--- config.mk ---
export PLATFORM = sky130hd
export DESIGN_NAME = bsf_flag_thresholds
export DESIGN_NICKNAME = d
export VERILOG_FILES = /design/src/bsf_pkg.sv /design/src/bsf_hyst_flag.sv /design/src/bsf_period_tick.sv /design/src/bsf_flag_thresholds.sv
export SDC_FILE = /design/constraint.sdc
export NUM_CORES = 1
export LEC_CHECK = 0
export ABC_AREA = 1
export ABC_CLOCK_PERIOD_IN_PS = 6150
export BUFFER_PORTS_ARGS = -buffer_cell sky130_fd_sc_hd__buf_4
export CORE_AREA = 2 2 268 217
export CTS_CLUSTER_DIAMETER = 100
export CTS_CLUSTER_SIZE = 30
export DETAILED_ROUTE_END_ITERATION = 8
export DIE_AREA = 0 0 270 219
export HOLD_SLACK_MARGIN = 0.06
export PLACE_DENSITY = 0.68
export SLEW_MARGIN = 20
export SYNTH_ARGS = -nofsm -noshare
export SYNTH_HDL_FRONTEND = slang
export SYNTH_SLANG_ARGS = --single-unit
--- constraint.sdc ---
create_clock -name clock -period 6.15 [get_ports clock]
set_input_delay 1.23 -clock clock [delete_from_list [all_inputs] [get_ports clock]]
set_output_delay 1.23 -clock clock [all_outputs]
set_load 0.02 [all_outputs]
--- src/bsf_pkg.sv ---
// Functional notes
// - Over-temperature sets at or above its limit, clears below limit minus hysteresis; defaults 550 and 50 tenths of a degree.
// - Under-temperature sets at or below its limit (default 0), clears above limit plus hysteresis.
// - Charge alarm sets when charge reaches alarm-set percent (99), clears below alarm-clear percent (95).
// - Alarm-set percent of -1 makes the charge alarm set on primary charge termination instead.
// - Full charge sets when charge reaches full-set percent, clears below full-clear percent (98).
// - Full-set percent of -1, its default, makes full charge set on primary charge termination.
// - A temperature change of at least the delta setting (50) since the last run retriggers gauging.
// - Standby current starts at the initial setting (-3 mA) and updates each second while |I| > deadband (5) and I <= twice the setting.
// - Discharge current is negative and all current comparisons are signed.
// - Max load starts at the initial setting (-200 mA) and takes the present current when it compares greater than the setting.
// - After discharge below 50% and a charge to full, max load becomes the mean of itself and the setting.
// - First charge warning sets at or below its set level (10), clears at or above its clear level (15).
// - Final discharge warning sets at or below its set level (2), clears at or above its clear level (5).
package bsf_pkg;
  localparam int ADDR_W = 8;
  localparam logic [7:0] REG_FLAGS = 8'h00;
  localparam logic [7:0] REG_INT_STATUS = 8'h04;
  localparam logic [7:0] REG_INT_MASK = 8'h08;
  localparam logic [7:0] REG_TEMP_LIMITS = 8'h0C;
  localparam logic [7:0] REG_TEMP_HYS = 8'h10;
  localparam logic [7:0] REG_CHARGE_PCT = 8'h14;
  localparam logic [7:0] REG_SOC_WARN = 8'h18;
  localparam logic [7:0] REG_CURRENT_CFG = 8'h1C;
  localparam logic [7:0] REG_STANDBY = 8'h20;
  localparam logic [7:0] REG_MAX_LOAD = 8'h24;

  localparam logic [31:0] TEMP_LIMITS_RST = 32'h0000_0226;
  localparam logic [31:0] TEMP_HYS_RST = 32'h0032_0032;
  localparam logic [31:0] CHARGE_PCT_RST = 32'h62FF_5F63;
  localparam logic [31:0] SOC_WARN_RST = 32'h0502_0F0A;
  localparam logic [31:0] CURRENT_CFG_RST = 32'hFF38_05FD;
  localparam logic [6:0] INT_MASK_RST = 7'h00;

  // Field positions: byte fields at 0/8/16/24, half words at 0/16
  localparam int LSB_B0 = 0;
  localparam int LSB_B1 = 8;
  localparam int LSB_B2 = 16;
  localparam int LSB_B3 = 24;
  localparam int LSB_H0 = 0;
  localparam int LSB_H1 = 16;

  localparam logic [7:0] PCT_TERM_SEL = 8'hFF;
  localparam logic [7:0] SOC_HALF = 8'h32;
  localparam int SIM_BIT = 6;

  localparam logic [1:0] RESP_OKAY = 2'h0;
  localparam logic [1:0] RESP_SLVERR = 2'h2;

  localparam longint CLK_KHZ = 125000;
  localparam longint STANDBY_PERIOD_MS = 1000;
  localparam int unsigned STANDBY_PERIOD_CYC =
    int'(STANDBY_PERIOD_MS * CLK_KHZ);

  typedef struct packed {
    logic finalSoc;
    logic firstSoc;
    logic fullCharge;
    logic chargeAlarm;
    logic underTemp;
    logic overTemp;
  } bsf_flags_t;
endpackage

--- src/bsf_hyst_flag.sv ---
`timescale 1ns/100ps
`default_nettype none
module bsf_hyst_flag (
  input wire logic clock,
  input wire logic srst,
  input wire logic clkEn,
  input wire logic tick,
  input wire logic setCond,
  input wire logic clrCond,
  output logic flag,
  output logic rise
);
  // Set takes priority if the levels are programmed to overlap
  always_ff @(posedge clock) begin
    if (srst) begin
      flag <= 1'b0;
    end else if (clkEn && tick) begin
      if (setCond) begin
        flag <= 1'b1;
      end else if (clrCond) begin
        flag <= 1'b0;
      end
    end
  end

  assign rise = clkEn && tick && setCond && !flag;
endmodule // bsf_hyst_flag
`default_nettype wire

--- src/bsf_period_tick.sv ---
`timescale 1ns/100ps
`default_nettype none
module bsf_period_tick #(
  parameter int unsigned CYCLES = 1000
) (
  input wire logic clock,
  input wire logic srst,
  input wire logic clkEn,
  output logic pulse
);
  logic [31:0] cnt_r;

  assign pulse = clkEn && (cnt_r == 32'(CYCLES - 1));

  always_ff @(posedge clock) begin
    if (srst) begin
      cnt_r <= '0;
    end else if (clkEn) begin
      cnt_r <= pulse ? '0 : cnt_r + 32'h0000_0001;
    end
  end
endmodule // bsf_period_tick
`default_nettype wire

--- src/bsf_flag_thresholds.sv ---
`timescale 1ns/100ps
`default_nettype none
module bsf_flag_thresholds #(
  parameter int unsigned STANDBY_PERIOD_CYC = bsf_pkg::STANDBY_PERIOD_CYC
) (
  input wire logic clock,
  input wire logic srst,
  input wire logic clkEn,
  input wire logic updateTick,
  input wire logic signed [15:0] temperature,
  input wire logic signed [15:0] current,
  input wire logic [7:0] chargePercent,
  input wire logic primaryTermination,
  output bsf_pkg::bsf_flags_t flags,
  output logic signed [15:0] standby_current_value,
  output logic signed [15:0] max_load_current_value,
  output logic simUpdate,
  output logic irq,
  input wire logic [7:0] s_axi_awaddr,
  input wire logic s_axi_awvalid,
  output logic s_axi_awready,
  input wire logic [31:0] s_axi_wdata,
  input wire logic [3:0] s_axi_wstrb,
  input wire logic s_axi_wvalid,
  output logic s_axi_wready,
  output logic [1:0] s_axi_bresp,
  output logic s_axi_bvalid,
  input wire logic s_axi_bready,
  input wire logic [7:0] s_axi_araddr,
  input wire logic s_axi_arvalid,
  output logic s_axi_arready,
  output logic [31:0] s_axi_rdata,
  output logic [1:0] s_axi_rresp,
  output logic s_axi_rvalid,
  input wire logic s_axi_rready
);
  // ----------------------------------------------------------------
  // Register bus
  // ----------------------------------------------------------------
  logic awHeld_r, wHeld_r;
  logic [7:0] awAddr_r;
  logic [31:0] wData_r;
  logic [3:0] wStrb_r;
  logic doWrite, mapped;
  logic [31:0] tempLimits_r, tempHys_r, chargePct_r, socWarn_r;
  logic [31:0] currentCfg_r, rdMux;
  logic [6:0] intStatus_r, intMask_r, events;
  logic rdMapped;

  function automatic logic [31:0] merge(input logic [31:0] old,
                                        input logic [31:0] data,
                                        input logic [3:0] strb);
    logic [31:0] res;
    res = old;
    for (int i = 0; i < 4; i++) begin
      if (strb[i]) begin
        res[i*8 +: 8] = data[i*8 +: 8];
      end
    end
    return res;
  endfunction

  assign s_axi_awready = !awHeld_r && !s_axi_bvalid;
  assign s_axi_wready = !wHeld_r && !s_axi_bvalid;
  assign s_axi_arready = !s_axi_rvalid;
  assign doWrite = awHeld_r && wHeld_r && !s_axi_bvalid;
  assign mapped = awAddr_r inside {bsf_pkg::REG_INT_STATUS,
    bsf_pkg::REG_INT_MASK, bsf_pkg::REG_TEMP_LIMITS,
    bsf_pkg::REG_TEMP_HYS, bsf_pkg::REG_CHARGE_PCT,
    bsf_pkg::REG_SOC_WARN, bsf_pkg::REG_CURRENT_CFG};

  always_ff @(posedge clock) begin
    if (srst) begin
      awHeld_r <= 1'b0;
      wHeld_r <= 1'b0;
      awAddr_r <= '0;
      wData_r <= '0;
      wStrb_r <= '0;
      s_axi_bvalid <= 1'b0;
      s_axi_bresp <= bsf_pkg::RESP_OKAY;
    end else if (clkEn) begin
      if (s_axi_awvalid && s_axi_awready) begin
        awHeld_r <= 1'b1;
        awAddr_r <= s_axi_awaddr;
      end
      if (s_axi_wvalid && s_axi_wready) begin
        wHeld_r <= 1'b1;
        wData_r <= s_axi_wdata;
        wStrb_r <= s_axi_wstrb;
      end
      if (doWrite) begin
        awHeld_r <= 1'b0;
        wHeld_r <= 1'b0;
        s_axi_bvalid <= 1'b1;
        s_axi_bresp <= mapped ? bsf_pkg::RESP_OKAY : bsf_pkg::RESP_SLVERR;
      end else if (s_axi_bready) begin
        s_axi_bvalid <= 1'b0;
      end
    end
  end

  function automatic logic wrHit(input logic [7:0] a);
    return doWrite && awAddr_r == a;
  endfunction

  always_ff @(posedge clock) begin
    if (srst) begin
      tempLimits_r <= bsf_pkg::TEMP_LIMITS_RST;
      tempHys_r <= bsf_pkg::TEMP_HYS_RST;
      chargePct_r <= bsf_pkg::CHARGE_PCT_RST;
      socWarn_r <= bsf_pkg::SOC_WARN_RST;
      currentCfg_r <= bsf_pkg::CURRENT_CFG_RST;
      intMask_r <= bsf_pkg::INT_MASK_RST;
    end else if (clkEn) begin
      if (wrHit(bsf_pkg::REG_TEMP_LIMITS))
        tempLimits_r <= merge(tempLimits_r, wData_r, wStrb_r);
      if (wrHit(bsf_pkg::REG_TEMP_HYS))
        tempHys_r <= merge(tempHys_r, wData_r, wStrb_r);
      if (wrHit(bsf_pkg::REG_CHARGE_PCT))
        chargePct_r <= merge(chargePct_r, wData_r, wStrb_r);
      if (wrHit(bsf_pkg::REG_SOC_WARN))
        socWarn_r <= merge(socWarn_r, wData_r, wStrb_r);
      if (wrHit(bsf_pkg::REG_CURRENT_CFG))
        currentCfg_r <= merge(currentCfg_r, wData_r, wStrb_r);
      if (wrHit(bsf_pkg::REG_INT_MASK) && wStrb_r[0])
        intMask_r <= wData_r[6:0];
    end
  end

  // ----------------------------------------------------------------
  // Interrupts
  // ----------------------------------------------------------------
  logic [6:0] w1c;
  // No wrHit here: an assign only follows its operands, not a callee
  assign w1c = doWrite && awAddr_r == bsf_pkg::REG_INT_STATUS &&
               wStrb_r[0] ? wData_r[6:0] : 7'h00;

  // New events win over a simultaneous write-one-to-clear
  always_ff @(posedge clock) begin
    if (srst) begin
      intStatus_r <= '0;
    end else if (clkEn) begin
      intStatus_r <= (intStatus_r & ~w1c) | events;
    end
  end

  assign irq = |(intStatus_r & intMask_r);

  // ----------------------------------------------------------------
  // Read path
  // ----------------------------------------------------------------
  always_comb begin
    rdMux = 32'h0000_0000;
    rdMapped = 1'b1;
    case (s_axi_araddr)
      bsf_pkg::REG_FLAGS: rdMux = {26'h0, flags};
      bsf_pkg::REG_INT_STATUS: rdMux = {25'h0, intStatus_r};
      bsf_pkg::REG_INT_MASK: rdMux = {25'h0, intMask_r};
      bsf_pkg::REG_TEMP_LIMITS: rdMux = tempLimits_r;
      bsf_pkg::REG_TEMP_HYS: rdMux = tempHys_r;
      bsf_pkg::REG_CHARGE_PCT: rdMux = chargePct_r;
      bsf_pkg::REG_SOC_WARN: rdMux = socWarn_r;
      bsf_pkg::REG_CURRENT_CFG: rdMux = currentCfg_r;
      bsf_pkg::REG_STANDBY: rdMux = {16'h0, standby_current_value};
      bsf_pkg::REG_MAX_LOAD: rdMux = {16'h0, max_load_current_value};
      default: rdMapped = 1'b0;
    endcase
  end

  always_ff @(posedge clock) begin
    if (srst) begin
      s_axi_rvalid <= 1'b0;
      s_axi_rdata <= '0;
      s_axi_rresp <= bsf_pkg::RESP_OKAY;
    end else if (clkEn) begin
      if (s_axi_arvalid && s_axi_arready) begin
        s_axi_rvalid <= 1'b1;
        s_axi_rdata <= rdMux;
        s_axi_rresp <= rdMapped ? bsf_pkg::RESP_OKAY
                                : bsf_pkg::RESP_SLVERR;
      end else if (s_axi_rready) begin
        s_axi_rvalid <= 1'b0;
      end
    end
  end

  // ----------------------------------------------------------------
  // Field decode and comparisons
  // ----------------------------------------------------------------
  logic signed [17:0] tExt, overThr, underThr, hysE;
  logic signed [8:0] socS, alarmSet, alarmClr, fullSet, fullClr;
  logic [7:0] firstSet, firstClr, finalSet, finalClr, deadband;
  logic signed [15:0] initMaxLoad, eocDelta;
  logic signed [7:0] initStandby;
  logic alarmTermSel, fullTermSel;
  logic [5:0] setC, clrC, rises;

  assign tExt = 18'(temperature);
  assign overThr = 18'(signed'(tempLimits_r[bsf_pkg::LSB_H0 +: 16]));
  assign underThr = 18'(signed'(tempLimits_r[bsf_pkg::LSB_H1 +: 16]));
  assign hysE = {10'h000, tempHys_r[bsf_pkg::LSB_B0 +: 8]};
  assign eocDelta = tempHys_r[bsf_pkg::LSB_H1 +: 16];
  assign socS = {1'b0, chargePercent};
  assign alarmSet = 9'(signed'(chargePct_r[bsf_pkg::LSB_B0 +: 8]));
  assign alarmClr = 9'(signed'(chargePct_r[bsf_pkg::LSB_B1 +: 8]));
  assign fullSet = 9'(signed'(chargePct_r[bsf_pkg::LSB_B2 +: 8]));
  assign fullClr = 9'(signed'(chargePct_r[bsf_pkg::LSB_B3 +: 8]));
  assign alarmTermSel =
    chargePct_r[bsf_pkg::LSB_B0 +: 8] == bsf_pkg::PCT_TERM_SEL;
  assign fullTermSel =
    chargePct_r[bsf_pkg::LSB_B2 +: 8] == bsf_pkg::PCT_TERM_SEL;
  assign firstSet = socWarn_r[bsf_pkg::LSB_B0 +: 8];
  assign firstClr = socWarn_r[bsf_pkg::LSB_B1 +: 8];
  assign finalSet = socWarn_r[bsf_pkg::LSB_B2 +: 8];
  assign finalClr = socWarn_r[bsf_pkg::LSB_B3 +: 8];
  assign initStandby = currentCfg_r[bsf_pkg::LSB_B0 +: 8];
  assign deadband = currentCfg_r[bsf_pkg::LSB_B1 +: 8];
  assign initMaxLoad = currentCfg_r[bsf_pkg::LSB_H1 +: 16];

  assign setC[0] = tExt >= overThr;
  assign clrC[0] = tExt < overThr - hysE;
  assign setC[1] = tExt <= underThr;
  assign clrC[1] = tExt > underThr + hysE;
  assign setC[2] = alarmTermSel ? primaryTermination
                                : socS >= alarmSet;
  assign clrC[2] = socS < alarmClr;
  assign setC[3] = fullTermSel ? primaryTermination
                               : socS >= fullSet;
  assign clrC[3] = socS < fullClr;
  assign setC[4] = chargePercent <= firstSet;
  assign clrC[4] = chargePercent >= firstClr;
  assign setC[5] = chargePercent <= finalSet;
  assign clrC[5] = chargePercent >= finalClr;

  // Every flag is re-evaluated on each update tick
  for (genvar g = 0; g < 6; g++) begin : gFlag
    bsf_hyst_flag uFlag (
      .clock(clock),
      .srst(srst),
      .clkEn(clkEn),
      .tick(updateTick),
      .setCond(setC[g]),
      .clrCond(clrC[g]),
      .flag(flags[g]),
      .rise(rises[g])
    );
  end

  // ----------------------------------------------------------------
  // Gauging retrigger on temperature drift
  // ----------------------------------------------------------------
  logic signed [15:0] lastSimTemp_r;
  logic signed [16:0] tDiff, tAbs;
  logic simNow;

  assign tDiff = 17'(temperature) - 17'(lastSimTemp_r);
  assign tAbs = tDiff < 0 ? -tDiff : tDiff;
  assign simNow = clkEn && updateTick && tAbs >= 17'(eocDelta);
  assign events = {simNow, rises};

  always_ff @(posedge clock) begin
    if (srst) begin
      lastSimTemp_r <= '0;
      simUpdate <= 1'b0;
    end else if (clkEn) begin
      simUpdate <= simNow;
      if (simNow) begin
        lastSimTemp_r <= temperature;
      end
    end
  end

  // ----------------------------------------------------------------
  // Standby and max load reporting (signed, discharge negative)
  // ----------------------------------------------------------------
  logic secTick, standbyOk, belowHalf_r, avgNow, cfgWr;
  logic signed [16:0] iAbs, avgSum;

  bsf_period_tick #(.CYCLES(STANDBY_PERIOD_CYC)) uSec (
    .clock(clock),
    .srst(srst),
    .clkEn(clkEn),
    .pulse(secTick)
  );

  assign iAbs = current < 0 ? -17'(current) : 17'(current);
  assign standbyOk = iAbs > 17'({1'b0, deadband}) &&
                     17'(current) <= 17'(initStandby) * 17'sd2;
  assign avgNow = belowHalf_r && rises[3];
  assign avgSum = 17'(max_load_current_value) + 17'(initMaxLoad);
  assign cfgWr = doWrite && awAddr_r == bsf_pkg::REG_CURRENT_CFG;

  // A write to the current settings reloads the reported values from the settings held before that write
  always_ff @(posedge clock) begin
    if (srst) begin
      standby_current_value <=
        16'(signed'(bsf_pkg::CURRENT_CFG_RST[bsf_pkg::LSB_B0 +: 8]));
      max_load_current_value <= bsf_pkg::CURRENT_CFG_RST[bsf_pkg::LSB_H1 +: 16];
      belowHalf_r <= 1'b0;
    end else if (clkEn) begin
      if (cfgWr) begin
        standby_current_value <= 16'(initStandby);
      end else if (secTick && standbyOk) begin
        standby_current_value <= current;
      end
      if (cfgWr) begin
        max_load_current_value <= initMaxLoad;
      end else if (avgNow) begin
        max_load_current_value <= 16'(avgSum >>> 1);
      end else if (updateTick && current > initMaxLoad) begin
        max_load_current_value <= current;
      end
      if (avgNow) begin
        belowHalf_r <= 1'b0;
      end else if (updateTick && chargePercent < bsf_pkg::SOC_HALF) begin
        belowHalf_r <= 1'b1;
      end
    end
  end
endmodule // bsf_flag_thresholds
`default_nettype wire

* Yosys cells after proc, flatten, opt, wreduce, memory -nomap -nowiden
Cells that the tools add are included.
** Word-level totals
- Input port bits :: 102
- Word-level logic and storage cells :: 232
- Output and inout port bits :: 81
- Bits in registers :: 346
** Operators by class
- Magnitude comparators :: 19
- Reductions and logical operators :: 102
- Add/subtract/negate cells :: 7
- Equal/unequal tests :: 19
- Bitwise logic cells :: 4
- Muxes and demuxes :: 37
** Operator list (number)
- $pmux W32 S10 :: 1
- $mux W16 :: 5
- $eq A8 B5 Y1 const B :: 8
- $reduce_and A3 Y1 :: 20
- $reduce_and A2 Y1 :: 19
- $logic_and A1 B1 Y1 :: 36
- $mux W17 :: 2
- $add A32 B1 Y32 const B :: 1
- $eq A32 B27 Y1 const B :: 1
- $eq A8 B4 Y1 const B :: 4
- $mux W32 :: 1
- $mux W1 :: 25
- $reduce_bool A2 Y1 :: 12
- $ge A9 B8 Y1 :: 2
- $lt A9 B8 Y1 :: 2
- $add A16 B16 Y17 :: 1
- $add A16 B9 Y17 :: 1
- $ge A17 B16 Y1 :: 1
- $gt A16 B17 Y1 :: 1
- $gt A17 B8 Y1 :: 1
- $lt A16 B17 Y1 :: 1
- $lt A17 B1 Y1 const B :: 1
- $neg A16 Y17 :: 1
- $neg A17 Y17 :: 1
- 24 further kinds :: 40

* Depth between registers and ports, before layout
- Word-level depth :: 8
- Depth in mapped cells :: 30
- Mapped depth without buffers :: 29

* Modules after synthesis
A second synthesis with hierarchy kept.
** Second synthesis, totals
- Cell total of the unflattened synthesis :: 3230
- Area total of the unflattened synthesis :: 22489.1 um^2
** By module, submodules not included
- bsf_flag_thresholds :: times used 1, cells each 2909, sequential area each 6125.9 um^2, area an instance 20352.0 um^2
- bsf_period_tick :: times used 1, cells each 285, sequential area each 640.6 um^2, area an instance 1829.3 um^2
- bsf_hyst_flag :: times used 6, cells each 6, sequential area each 20.0 um^2, area an instance 51.3 um^2

* Least setup slack after synthesis
Ideal clock, no wire load.
- Path type :: input-to-reg
- Start point :: input port temperature[0]
- End point :: register lastSimTemp_r[7]
- Path buffers :: 1
- Stages on the path :: 27
- Arrival :: 4.573 ns
- Path slack :: 1.445 ns
- Required time :: 6.018 ns
- Setup time :: 0.132 ns
- Cells stage by stage :: inv_1 > ha_1 > fa_1 > inv_1 > nand3_1 > nand2_1 > nand3_1 > nand2_1 > nand3_1 > nand2_1 > nand2_1 > nand2_1 > clkinv_1 > nand2_1 > xor2_1 > inv_1 > ha_1 > a21o_1 > o21ai_0 > o211ai_1 > nand2_1 > nand3_1 > o21ai_2 > nand2_2 > buf_2 > nand2_1 > a21oi_1
** Between the ends
- Longest elaborated chain between the ends :: 6
- Elaborated cells on any way between the ends :: 7
- Classes of those cells :: 2 x add/sub; 2 x order compare; 1 x mux; 2 x reduce/logical
** Ends and longest elaborated chain
- start: declaration :: RTL line bsf_flag_thresholds.sv:10 : input wire logic signed [15:0] temperature,
- $sub A16 B16 Y17 (*) :: RTL line bsf_flag_thresholds.sv:256 : assign tDiff = 17'(temperature) - 17'(lastSimTemp_r);
- $neg A17 Y17 / $lt A17 B1 Y1 (equally long branches) :: RTL line bsf_flag_thresholds.sv:257 : assign tAbs = tDiff < 0 ? -tDiff : tDiff;
- $mux W17 (*) :: RTL line bsf_flag_thresholds.sv:257
- $ge A17 B16 Y1 (*) :: RTL line bsf_flag_thresholds.sv:258 : assign simNow = clkEn && updateTick && tAbs >= 17'(eocDelta);
- $logic_and A1 B1 Y1 (*) :: RTL line bsf_flag_thresholds.sv:258
- $reduce_and A2 Y1 (no source line) (*)
- end signal: assignment :: RTL line bsf_flag_thresholds.sv:268 : lastSimTemp_r <= temperature;
- end: declaration :: RTL line bsf_flag_thresholds.sv:252 : logic signed [15:0] lastSimTemp_r;
Every way passes the cells marked *; elsewhere a longest branch is shown, timed or not.
A chain may end at the register's enable or synchronous reset.

* Worst setup path after layout
- Start point :: input port temperature[0]
- End point :: register lastSimTemp_r[11]
Same word-level chain as after synthesis.

==> metrics.yaml <==
drc: 0
leakage_uw: 0.0109
gr-usage-met3_pct: 4.34
routabilityCongestion: 0.989
required_ns: 6.53
synth.cells.most_frequent: "nand2_1 (617), inv_1 (404), dfxtp_1 (344)"
path_max_fanout: 18
fill_cells: 5836
postCtsSetupRepairBufs: 0
first_pass_iters: 8
r2r_slack_ns: 1.56
netlist_area_sq_um: 22400
worstSetupPathType: "in -> reg"
synth_top_family_by_area: "simple AND/OR/NAND/NOR gates"
synth.distinct_cells: 54
drt-initial-drc-count: 2456
p_switching_uw: 1470
setup_slack_ns: 0.990
arrival_ns: 5.54
holdPathEnd: "lastSimTemp_r[10]$_SDFFE_PP0P_"
p_comb_share_pct: 20.2
outcome: "finished, final reports clean"
holdPathStages: 2
yosys.area_share.simple_pct: 23.7
synth-adder-area-share_pct: 13.4
grt_pass1_vias: 20008
power.density_nw_per_um2: 187
gr-max-usage-layer: "met2"
synth_compound_area_share_pct: 20.2
wl_mm: 77.9
dieArea_sq_um: 59100
rr_startpoint: "lastSimTemp_r[0]$_SDFFE_PP0P_"
antenna_found_initial: 1
ys.flop_type: "dfxtp_1"
initial_utilization_pct: 39.7
fin_worst_skew_ns: 0.0383
htreeDepth: 1
clock_sinks: 344
final-setup-viol-count: 0
worstSetupStartpointType: "input pin"
hold_viol: 0
ioPinCount: 183
synth_largest_area_cell: "dfxtp_1"
synth_top_area_share_pct: 30.8
clock_latency_ns: 0.55
post-dp-hpwl_mm: 60.4
io_buffers: 180
syn_area_per_cell_sq_um: 6.98
vdd_drop_max_mv: 0.153
nNetsFinal: 3644
synth-xor-area-share_pct: 2.55
place_ws_ns: 0.497
drv_cap: 0
ant_nets: 0
grt_start_max_net_pins: 133
p_clk_share_pct: 29.3
rsz0062_at_grt: "no"
layout.cells.non_filler: 4070
use_met1_pct: 37.3
antenna_cells: 0
cts.clk_slew.worst_paths_ns: 0.08
cts_made_buffers: 16
row_count: 78
yosysMostFrequentCell: "nand2_1"
vias: 22301
grtUsageTotal_pct: 25.6
synth_async_sr_flop_share_pct: 0
yosys_warnings: 0
worstMarginPinSlew_ns: 1.10
power.internal_uw: 3170
final_area_sq_um: 24800
holdCritPathClass: "reg -> reg"
rr_endpoint: "lastSimTemp_r[11]$_SDFFE_PP0P_"
period_needed_ns: 5.16
hold_start: "lastSimTemp_r[10]$_SDFFE_PP0P_"
fin_crit_sh_pct: 83.9
slew_headroom_pct: 25.9
post-place-cells: 4047
p_sw_share_pct: 31.7
core_area_sq_um: 56300
cp-end-kind: "flip-flop"
power_frac_seq_pct: 50.5
use_met2_pct: 38.2
area_delta_synth_final_pct: 11.0
tns_ns: 0
die_h_um: 219
cts_hold_buffers: 0
clock_path_buffers: 3
synthMuxAreaShare_pct: 0
synth_seq_cells: 344
drv_slew: 0
cts.repair.resized: 0
cts-root-buf: "clkbuf_16"
synth_area_leaders: "dfxtp_1 (31%), ha_1 (13%), nand2_1 (10%), a21oi_1 (7.5%), inv_1 (6.8%)"
die_x_um: 270
synth-edff-count: 0
wl_per_cell_um: 19.1
rr_worst_depth: 25
cts_tree: "built"
drive_gt1_share_pct: 8.37
syn_inst: 3205
max_freq_mhz: 194
dpl_cell_area_sq_um: 24300
grt_first_pass_wirelength_mm: 119
grt.overflow.total: 0
ys_seq_area_share_pct: 30.8
vias_per_cell: 5.48
-- registers in the layout, indices dropped and copies added (netlist names), 16 cells and up --
name / cells
currentCfg_r: 32
wData_r: 32
tempHys_r: 32
chargePct_r: 32
standby_current_value: 16
tempLimits_r: 32
s_axi_rdata: 32
uSec.cnt_r: 32
lastSimTemp_r: 16
socWarn_r: 32
max_load_current_value: 16
-- power groups by stage --
stage	clock network [uW]	registers (uW)	logic (uW)
6_report	1360	2350	940
4_1_cts	1370	2340	929
5_1_grt	1450	2350	1070
2_1_floorplan	0	2360	622
3_5_place_dp	0	2390	923
3_3_place_gp	0	2390	916
-- worst max-delay path, cell delays in order --
cell      delay [ns]
buf_4           0.10
inv_1           0.10
ha_1            0.24
fa_1            0.42
inv_1           0.09
nand3_1         0.07
nand2_1         0.17
nand3_1         0.12
nand2_1         0.10
nand3_1         0.08
nand2_1         0.08
nand2_1         0.05
nand2_1         0.29
clkinv_1        0.36
nand2_1         0.16
xor2_1          0.15
inv_1           0.05
ha_1            0.29
a21o_1          0.16
o21ai_0         0.19
o211ai_1        0.11
nand2_1         0.07
nand3_1         0.10
o21ai_2         0.25
nand2_2         0.29
nand2_1         0.13
a21oi_1         0.06
-- per-layer routing --
metal / up-vias / routed length, um
met5: - / 13
met3: 145 / 7690
met1: 10131 / 35600
met2: 1005 / 32000
met4: 2 / 2630
li1: 11018 / -
-- area by class of cell --
type,count,area (sq um),share of cell area (%)
Timing Repair Buffer,198,1490,5.99
Clock inverter,4,81.3,0.328
Sequential cell,344,6890,27.7
Inverter,419,1580,6.36
Clock buffer,19,433,1.74
Tap cell,760,951,3.83
Multi-Input combinational cell,2326,13400,54.0
-- cell usage in the layout (no fill, tap or decap), types with 13 or more instances in the layout --
master	synthesis	routed
nand2_1	617	617
inv_1	404	403
dfxtp_1	344	344
a21oi_1	336	336
o21ai_0	260	260
nor2_1	243	243
ha_1	233	233
buf_4	10	198
nand3_1	191	189
o211ai_1	64	64
xor2_1	53	53
o22ai_1	49	49
nor3_1	47	47
nand4_1	45	45
o221ai_1	18	18
clkbuf_16	0	17
nor4_1	13	13
-- worst max-delay path by stage --
| stage | from | end | slack (ns) | depth (start not counted) |
|---|---|---|---|---|
| floorplan | temperature[0] | lastSimTemp_r[7]$_SDFFE_PP0P_ | 1.44 | 27 |
| detailed placement | temperature[0] | lastSimTemp_r[2]$_SDFFE_PP0P_ | 0.50 | 29 |
| global route | temperature[0] | lastSimTemp_r[11]$_SDFFE_PP0P_ | 0.45 | 29 |
| global placement | temperature[0] | lastSimTemp_r[15]$_SDFFE_PP0P_ | 0.51 | 29 |
| CTS | temperature[0] | lastSimTemp_r[8]$_SDFFE_PP0P_ | 1.04 | 29 |
| finish | temperature[0] | lastSimTemp_r[11]$_SDFFE_PP0P_ | 0.99 | 27 |
-- cell families after synthesis --
family                   Yosys count
XOR/XNOR                          65
flip-flops                       344
AND/OR/NAND/NOR                 1216
other                              1
adder cells (fa/ha/maj)          237
AO/OA/AOI/OAI                    806
buffers and inverters            536
-- through the flow --
| step | power, uW | hold WS (ns) | util, % |
|---|---|---|---|
| 2_1_floorplan | 2990 | 0.423 | - |
| 6_report | 4650 | 0.467 | 44.1 |
| 5_1_grt | 4870 | 0.479 | 44.1 |
| 3_5_place_dp | 3310 | 0.447 | 43.2 |
| 4_1_cts | 4640 | 0.465 | 44.1 |
| 3_3_place_gp | 3310 | 0.441 | 43.2 |
No activity file was read; power rests on OpenSTA's default activity.
